## src/sab_pkg.sv

```systemverilog
package sab_pkg;
    // ------------------------------------------------------------
    // widths and result layout
    // ------------------------------------------------------------
    localparam int RES_W = 12;
    localparam int NIB_W = 4;
    localparam logic [3:0] FULL_LAST_BIT = 4'h0;
    localparam logic [3:0] SHORT_LAST_BIT = 4'h4;
    localparam logic [3:0] MSB_BIT = 4'hB;
    localparam logic [11:0] RESULT_RESET = 12'h000;
    localparam logic [11:0] UNIPOLAR_TOP = 12'hFFF;

    // ------------------------------------------------------------
    // timing, figures in ns, counts in cycles of i_clock
    // ------------------------------------------------------------
    localparam int CLOCK_MHZ = 200;
    localparam int BIT_TIME_NS = 50;
    localparam int SETUP_NS = 50;
    localparam int STROBE_NS = 150;
    localparam int ACCESS_NS = 150;
    localparam int TMR_W = 6;
    localparam logic [5:0] BIT_CYC = 6'((BIT_TIME_NS * CLOCK_MHZ + 999) / 1000);
    localparam logic [5:0] SETUP_CYC = 6'((SETUP_NS * CLOCK_MHZ + 999) / 1000);
    localparam logic [5:0] STROBE_CYC = 6'((STROBE_NS * CLOCK_MHZ + 999) / 1000);
    localparam logic [5:0] ACCESS_CYC = 6'((ACCESS_NS * CLOCK_MHZ + 999) / 1000);

    // ------------------------------------------------------------
    // state encodings
    // ------------------------------------------------------------
    typedef enum logic [0:0] {
        SAB_D_IDLE = 1'b0,
        SAB_D_CONV = 1'b1
    } sab_dev_state_e;

    typedef enum logic [2:0] {
        SAB_H_IDLE = 3'b000,
        SAB_H_CSET = 3'b001,
        SAB_H_CSTB = 3'b010,
        SAB_H_WRISE = 3'b011,
        SAB_H_WFALL = 3'b100,
        SAB_H_RSET = 3'b101,
        SAB_H_RSTB = 3'b110
    } sab_host_state_e;
endpackage

```

## src/sab_link_if.sv

```systemverilog
`timescale 1ns/1ps
// ------------------------------------------------------------
// converter pins; three-state nibbles carried as value plus enable
// ------------------------------------------------------------
interface sab_link_if;
    logic part_enable;
    logic select_n;
    logic read_convert;
    logic byte_select_short_cycle;
    logic word_width;
    logic conversion_pending_flag;
    logic [3:0] upper_nibble_out;
    logic [3:0] middle_nibble_out;
    logic [3:0] lower_nibble_out;
    logic upper_oe;
    logic middle_oe;
    logic lower_oe;

    modport device (
        input part_enable, select_n, read_convert, byte_select_short_cycle, word_width,
        output conversion_pending_flag, upper_nibble_out, middle_nibble_out, lower_nibble_out,
        output upper_oe, middle_oe, lower_oe
    );
    modport host (
        output part_enable, select_n, read_convert, byte_select_short_cycle, word_width,
        input conversion_pending_flag, upper_nibble_out, middle_nibble_out, lower_nibble_out,
        input upper_oe, middle_oe, lower_oe
    );
endinterface

```

## src/sab_host.sv

```systemverilog
`timescale 1ns/1ps
module sab_host (
    input wire logic i_clock,
    input wire logic i_rst_b,
    sab_link_if.host pins,
    input wire logic i_conv_req,
    input wire logic i_short_cycle,
    input wire logic i_byte_format,
    output logic o_busy,
    output logic [11:0] o_result,
    output logic o_result_valid
);
    // ------------------------------------------------------------
    // state
    // ------------------------------------------------------------
    typedef struct packed {
        sab_pkg::sab_host_state_e state;
        logic [5:0] timer;
        logic byte_mode;
        logic phase;
        logic ce;
        logic cs_n;
        logic rc;
        logic bsel;
        logic word;
        logic [1:0] flag_s;
        logic [1:0][11:0] data_s;
        logic [11:0] result;
        logic valid;
    } sab_host_s;

    sab_host_s s;
    sab_host_s n;
    logic [11:0] bus_lvl;

    // undriven nibbles read as zero; the wire itself is resolved outside
    assign bus_lvl = {pins.upper_oe ? pins.upper_nibble_out : 4'h0,
                      pins.middle_oe ? pins.middle_nibble_out : 4'h0,
                      pins.lower_oe ? pins.lower_nibble_out : 4'h0};

    // ------------------------------------------------------------
    // sequencer: convert, wait for the flag, then one or two reads
    // ------------------------------------------------------------
    always_comb begin
        n = s;
        n.valid = 1'b0;
        n.flag_s = {s.flag_s[0], pins.conversion_pending_flag};
        n.data_s = {s.data_s[0], bus_lvl};
        n.timer = s.timer + 6'h01;
        unique case (s.state)
            sab_pkg::SAB_H_IDLE: begin
                n.timer = 6'h00;
                n.ce = 1'b0;
                n.cs_n = 1'b1;
                n.rc = 1'b1;
                if (i_conv_req) begin
                    n.state = sab_pkg::SAB_H_CSET;
                    n.byte_mode = i_byte_format;
                    n.cs_n = 1'b0;
                    n.rc = 1'b0;
                    n.bsel = i_short_cycle;
                    n.word = ~i_byte_format;
                end
            end
            sab_pkg::SAB_H_CSET: begin
                if (s.timer == sab_pkg::SETUP_CYC - 6'h01) begin
                    n.state = sab_pkg::SAB_H_CSTB;
                    n.timer = 6'h00;
                    n.ce = 1'b1;
                end
            end
            sab_pkg::SAB_H_CSTB: begin
                if (s.timer == sab_pkg::STROBE_CYC - 6'h01) begin
                    n.state = sab_pkg::SAB_H_WRISE;
                    n.ce = 1'b0;
                end
            end
            sab_pkg::SAB_H_WRISE: begin
                if (s.flag_s[1]) begin
                    n.state = sab_pkg::SAB_H_WFALL;
                end
            end
            sab_pkg::SAB_H_WFALL: begin
                // reads only after the flag falls
                if (!s.flag_s[1]) begin
                    n.state = sab_pkg::SAB_H_RSET;
                    n.timer = 6'h00;
                    n.phase = 1'b0;
                    n.rc = 1'b1;
                    n.bsel = 1'b0;
                end
            end
            sab_pkg::SAB_H_RSET: begin
                if (s.timer == sab_pkg::SETUP_CYC - 6'h01) begin
                    n.state = sab_pkg::SAB_H_RSTB;
                    n.timer = 6'h00;
                    n.ce = 1'b1;
                end
            end
            sab_pkg::SAB_H_RSTB: begin
                // wait out the access time; the two sampling stages fall within it
                if (s.timer == sab_pkg::ACCESS_CYC - 6'h01) begin
                    n.ce = 1'b0;
                    n.timer = 6'h00;
                    if (!s.byte_mode) begin
                        n.result = s.data_s[1];
                    end else if (!s.phase) begin
                        n.result[11:4] = s.data_s[1][11:4];
                    end else begin
                        n.result[3:0] = s.data_s[1][3:0];
                    end
                    if (s.byte_mode && !s.phase) begin
                        n.state = sab_pkg::SAB_H_RSET; // upper byte first, then lower
                        n.phase = 1'b1;
                        n.bsel = 1'b1;
                    end else begin
                        n.state = sab_pkg::SAB_H_IDLE;
                        n.valid = 1'b1;
                    end
                end
            end
            default: begin
                n.state = sab_pkg::SAB_H_IDLE;
            end
        endcase
    end

    // ------------------------------------------------------------
    // registers
    // ------------------------------------------------------------
    always_ff @(posedge i_clock or negedge i_rst_b) begin
        if (!i_rst_b) begin
            s <= '{state: sab_pkg::SAB_H_IDLE, cs_n: 1'b1, rc: 1'b1, default: '0};
        end else begin
            s <= n;
        end
    end

    assign pins.part_enable = s.ce;
    assign pins.select_n = s.cs_n;
    assign pins.read_convert = s.rc;
    assign pins.byte_select_short_cycle = s.bsel;
    assign pins.word_width = s.word;
    assign o_busy = (s.state != sab_pkg::SAB_H_IDLE);
    assign o_result = s.result;
    assign o_result_valid = s.valid;
endmodule

```

## src/flat_wrapper.sv

```systemverilog
// flat-port wrapper written by rule: the top's interface ports become plain ports
module sab_host_flat 
  (i_clock, i_rst_b, i_conv_req, i_short_cycle, i_byte_format, o_busy, o_result, o_result_valid, pins_part_enable, pins_select_n, pins_read_convert, pins_byte_select_short_cycle, pins_word_width, pins_conversion_pending_flag, pins_upper_nibble_out, pins_middle_nibble_out, pins_lower_nibble_out, pins_upper_oe, pins_middle_oe, pins_lower_oe);
  sab_link_if pins_i ();
  input wire logic i_clock;
  input wire logic i_rst_b;
  input wire logic i_conv_req;
  input wire logic i_short_cycle;
  input wire logic i_byte_format;
  output logic o_busy;
  output logic [11:0] o_result;
  output logic o_result_valid;
  output wire logic [$bits(pins_i.part_enable)-1:0] pins_part_enable;
  output wire logic [$bits(pins_i.select_n)-1:0] pins_select_n;
  output wire logic [$bits(pins_i.read_convert)-1:0] pins_read_convert;
  output wire logic [$bits(pins_i.byte_select_short_cycle)-1:0] pins_byte_select_short_cycle;
  output wire logic [$bits(pins_i.word_width)-1:0] pins_word_width;
  input wire logic [$bits(pins_i.conversion_pending_flag)-1:0] pins_conversion_pending_flag;
  input wire logic [$bits(pins_i.upper_nibble_out)-1:0] pins_upper_nibble_out;
  input wire logic [$bits(pins_i.middle_nibble_out)-1:0] pins_middle_nibble_out;
  input wire logic [$bits(pins_i.lower_nibble_out)-1:0] pins_lower_nibble_out;
  input wire logic [$bits(pins_i.upper_oe)-1:0] pins_upper_oe;
  input wire logic [$bits(pins_i.middle_oe)-1:0] pins_middle_oe;
  input wire logic [$bits(pins_i.lower_oe)-1:0] pins_lower_oe;
  assign pins_part_enable = pins_i.part_enable;
  assign pins_select_n = pins_i.select_n;
  assign pins_read_convert = pins_i.read_convert;
  assign pins_byte_select_short_cycle = pins_i.byte_select_short_cycle;
  assign pins_word_width = pins_i.word_width;
  assign pins_i.conversion_pending_flag = pins_conversion_pending_flag;
  assign pins_i.upper_nibble_out = pins_upper_nibble_out;
  assign pins_i.middle_nibble_out = pins_middle_nibble_out;
  assign pins_i.lower_nibble_out = pins_lower_nibble_out;
  assign pins_i.upper_oe = pins_upper_oe;
  assign pins_i.middle_oe = pins_middle_oe;
  assign pins_i.lower_oe = pins_lower_oe;
  sab_host u_core (.i_clock(i_clock), .i_rst_b(i_rst_b), .pins(pins_i), .i_conv_req(i_conv_req), .i_short_cycle(i_short_cycle), .i_byte_format(i_byte_format), .o_busy(o_busy), .o_result(o_result), .o_result_valid(o_result_valid));
endmodule
```

## config.mk

```make
export PLATFORM = sky130hd
export DESIGN_NAME = sab_host_flat
export DESIGN_NICKNAME = d
export VERILOG_FILES = /design/src/sab_pkg.sv /design/src/sab_link_if.sv /design/src/sab_host.sv /design/src/flat_wrapper.sv
export SDC_FILE = /design/constraint.sdc
export NUM_CORES = 1
export LEC_CHECK = 0
export ABC_AREA = 1
export ABC_CLOCK_PERIOD_IN_PS = 1900
export CAP_MARGIN = 20
export CORE_AREA = 2 2 79 66
export DETAILED_ROUTE_END_ITERATION = 10
export DIE_AREA = 0 0 81 68
export DONT_BUFFER_PORTS = 1
export HOLD_SLACK_MARGIN = 0.05
export PLACE_DENSITY = 0.67
export RECOVER_POWER = 25
export SYNTH_ARGS = -nofsm -noshare
export SYNTH_HDL_FRONTEND = slang
export SYNTH_SLANG_ARGS = --single-unit
export TNS_END_PERCENT = 100
```

## constraint.sdc

```tcl
create_clock -name i_clock -period 1.9 [get_ports i_clock]
set_input_delay 0.285 -clock i_clock [delete_from_list [all_inputs] [get_ports i_clock]]
set_output_delay 0.285 -clock i_clock [all_outputs]
set_load 0.02 [all_outputs]
```

[Word-level counts from Yosys, hierarchy flattened]
Index checks and enable logic that the tools add are counted.
Cells by class
  eq/ne operators: 19
  divide/modulo/power cells: 0
  multipliers: 0
  mux-type cells: 31
  $add $sub $neg: 1
  shift-type cells: 0
  $lt $le $gt $ge: 0
  bitwise logic cells: 1
  reductions and logical operators: 17
Operator list (number)
  $mux 9: 4
  $pmux 6 s5: 1
  $pmux 3 s7: 1
  $mux 4: 5
  $ne 2x1->1 const B: 7
  $mux 12: 1
  $mux 3: 4
  $eq 3x3->1 const B: 3
  $mux 1: 8
  $mux 8: 1
  $ne 2x2->1 const B: 4
  $reduce_and 4->1: 2
  $reduce_and 7->1: 1
  $add 6x1->6 const B: 1
  $eq 3x2->1 const B: 2
  $eq 6x4->1 const B: 1
  $eq 6x5->1 const B: 1
  $reduce_and 3->1: 2
  $reduce_bool 3->1: 2
  $reduce_and 5->1: 1
  $mux 2: 2
  $pmux 1 s2: 2
  $pmux 1 s4: 1
  $reduce_and 2->1: 2
  9 further kinds: 10
Storage, ports and cells
  memory bits (writable): 0
  latch bits: 0
  ROM bits: 0
  bits of input ports: 21
  output and inout bits: 19
  memories: 0
  word-level logic and storage cells: 84
  bits in registers: 55

[Depth between registers and ports, before layout]
  depth after elaboration: 5
  mapped depth: 11
  mapped depth without buffers: 11

[Worst setup path before layout]
OpenSTA, ideal clock, no wires.
  path kind: register to register
  from: register u_core.s[47] in the netlist's numbering
  to: register u_core.s[46] in the netlist's numbering
  arrival time: 1.236 ns
  buffers on the path: 0
  required time: 1.775 ns
  setup slack: 0.539 ns
  library setup time: 0.125 ns
  stages on the path, launching flop included: 8
  period minus slack after synthesis: 1.361 ns
  cell sequence: dfrtp_1 > inv_1 > ha_1 > nand2_1 > nor2_1 > nand3_1 > a21oi_2 > nor2_1
RTL lines
  start: declaration: line sab_host.sv:32  | sab_host_s s;
  start signal: assignment: line sab_host.sv:135  | s <= n;

==> flow_metrics.tcl <==
set metrics [dict create \
    die_h_um 68 \
    ys_seq_elements 55 \
    pwr-share-seq 0.573 \
    worst_slew_pin_slew_ps 1180 \
    drive_gt1_frac 0.137 \
    synth_area_um2 2320 \
    place_area_um2 2280 \
    finalCriticalPeriod_ps 1590 \
    cts_resized 0 \
    cp-end-kind "flop" \
    diodes 0 \
    start_kind "flop" \
    yosys.area.top_type "dfrtp_1" \
    cts-htree-levels 2 \
    fin_cells 303 \
    setup_viol 0 \
    path_class "reg2reg" \
    clock-sinks 55 \
    seq_area_frac_synth 0.594 \
    worst_hold_slack_ps 61.4 \
    gp_congestion 0.886 \
    slew_headroom 0.215 \
    num_vias 1386 \
    critPathMaxFanout 6 \
    combPwrFrac 0.161 \
    worst_ep_arrival_time_ps 1780 \
    syn_nets 264 \
    fmax_mhz 628 \
    final_area_um2 2440 \
    clk_pin_slew_ps 110 \
    dp_cells 288 \
    antenna_found_initial 0 \
    io_pins 40 \
    yosysWarnings 0 \
    grt_pass1_vias 1249 \
    cts_root_buffer "clkbuf_8" \
    grt_usage 0.136 \
    switchingPower_uw 815 \
    grt_remaining_overflow 0 \
    p_leak_nw 1.29 \
    wirelength_mm 3.43 \
    pwr-share-clk 0.266 \
    ant_nets 0 \
    outcome "finished clean" \
    numCtsBuffers 5 \
    initial_utilization 0.486 \
    post_synth_inst_count 241 \
    die_x_um 81 \
    postCtsSetupBuffers 0 \
    portBuffers 0 \
    first_iter_violations 79 \
    dp_worst_setup_slack_ps 300 \
    cap_violations 0 \
    synth.distinct_cells 24 \
    synthTopCellsByArea "dfrtp_1 (57%), nand2_1 (11%), inv_1 (5.7%)" \
    wl_per_cell_um 11.3 \
    power.density_nw_per_um2 1040 \
    p_int_mw 1.71 \
    num_rows 23 \
    vdd_drop_max_mv 0.475 \
    hold_viol_final 0 \
    setup_slack_ps 309 \
    layout.nets 263 \
    grt_start_max_net_pins 56 \
    fin_setup_tns_ps 0 \
    grt_pass1_wl_mm 5.66 \
    skew_ps 11.5 \
    drt-pass1-iter-count 4 \
    swShare 0.322 \
    rsz0062_at_grt "false" \
    cts_tree "yes" \
    fill_cells 462 \
    cts.path.max_buffers 2 \
    synth_area_per_cell_um2 9.63 \
    die_area_um2 5510 \
    vias_per_cell 4.57 \
    hpwl_mm 2.39 \
    coreArea_um2 4780 \
    drc 0 \
    area.growth.synth_to_final_pct 5.12 \
    hold_path.class "in2reg" \
    clk_latency_ps 310 \
    critPathRequiredTime_ps 2090 \
    drv_slew 0 \
    min_period_over_period 0.837 \
    synth_top_cell_area_share 0.572 \
]
[metal layers]
layer	GRT usage	vias up	wire, um
met4	0.0318	0	16
li1	-	710	-
met2	0.216	34	1610
met5	0	-	0
met3	0.0528	2	186
met1	0.178	640	1610
[layout make-up]
type | count | area, um2 | area share
Sequential cell | 55 | 1380 | 0.565
Multi-Input combinational cell | 135 | 686 | 0.281
Inverter | 36 | 135 | 0.0554
Tap cell | 62 | 77.6 | 0.0318
Clock buffer | 5 | 68.8 | 0.0282
Timing Repair Buffer | 7 | 65.1 | 0.0267
Clock inverter | 3 | 27.5 | 0.0113
[critical path, stage by stage (launching register included)]
cell     delay, ps
dfrtp_1        410
inv_1           60
ha_1           130
nand2_1        110
nor2_1         220
nand3_1        170
a21oi_2        310
nor2_1          80
[through the flow]
step / util / power (mW)
5_1_grt: 0.510 / 2.69
4_1_cts: 0.509 / 2.56
3_3_place_gp: 0.477 / 1.84
6_report: 0.510 / 2.53
2_1_floorplan: - / 1.80
3_5_place_dp: 0.477 / 1.85
[flip-flops by register name, indices dropped and copies added (netlist names)]
signal / cells
u_core.n: 13
u_core.o_result: 12
u_core.o_result_valid: 1
u_core.pins.byte_select_short_cycle: 1
u_core.pins.part_enable: 1
u_core.pins.read_convert: 1
u_core.pins.select_n: 1
u_core.pins.word_width: 1
u_core.s: 24
[cells in the mapped netlist]
master and count:
dfrtp_1 53, inv_1 35, a21oi_2 1, nand3_4 1
buf_6 2, dfstp_2 2, nand3_1 16, nor2_4 3
and2_1 1, nand3_2 1, nand2_2 4, nand2_1 68
nor3_2 1, a21oi_1 3, o21ai_0 2, nand3b_1 1
nor2_1 17, buf_4 13, xor2_1 3, inv_2 1
ha_1 2, o21ai_2 8, nor2_2 2, xnor2_1 1
[layout by cell type, fill, tap and decap left out]
cell and instances:
a21oi_1 3, a21oi_2 1, and2_1 1, buf_2 1
clkbuf_8 5, clkinv_4 1, clkinvlp_4 1, dfrtp_1 53
dfstp_2 2, dlygate4sd3_1 6, ha_1 2, inv_1 35
inv_2 1, inv_8 1, nand2_1 68, nand2_2 4
nand3_1 16, nand3_2 1, nand3_4 1, nand3b_1 1
nor2_1 17, nor2_2 2, nor2_4 3, nor3_2 1
o21ai_0 2, o21ai_2 8, xnor2_1 1, xor2_1 3
[timing repair]
| action | 4_1_cts | 5_1_grt |
|---|---|---|
| hold endpoints to repair | 57 | 2 |
| setup endpoints to repair | 0 | 0 |
| hold buffers | 4 | 3 |
[path summary, 6_finish.rpt]
kind	startpoint	to	slack, ps	depth (start not counted)
setup / recovery	u_core.s[47]	u_core.s[51]	310	7
hold / removal	pins_middle_oe	u_core.n[29]	60	2
setup reg to reg	u_core.s[47]	u_core.s[51]	310	7
hold reg to reg	u_core.n[38]	u_core.s[38]	350	0
max in group asynchronous	i_rst_b	u_core.s[33]	440	2
min in group asynchronous	i_rst_b	u_core.s[26]	760	2
[power by group through the flow]
| stage | registers (mW) | clock network [mW] | logic [mW] |
|---|---|---|---|
| floorplan | 1.43 | 0 | 0.366 |
| global placement | 1.47 | 0 | 0.373 |
| detailed placement | 1.47 | 0 | 0.380 |
| CTS | 1.45 | 0.696 | 0.417 |
| global route | 1.47 | 0.752 | 0.466 |
| finish | 1.45 | 0.674 | 0.406 |
[cell families after synthesis]
logic type	Yosys count	share of synthesized area
buf+inv	51	0.110
flops	55	0.594
simple gates	115	0.225
fa+ha+maj	2	0.0108
xor+xnor	4	0.0151
compound gates	14	0.0448
Power figures use the tool's default switching activity.
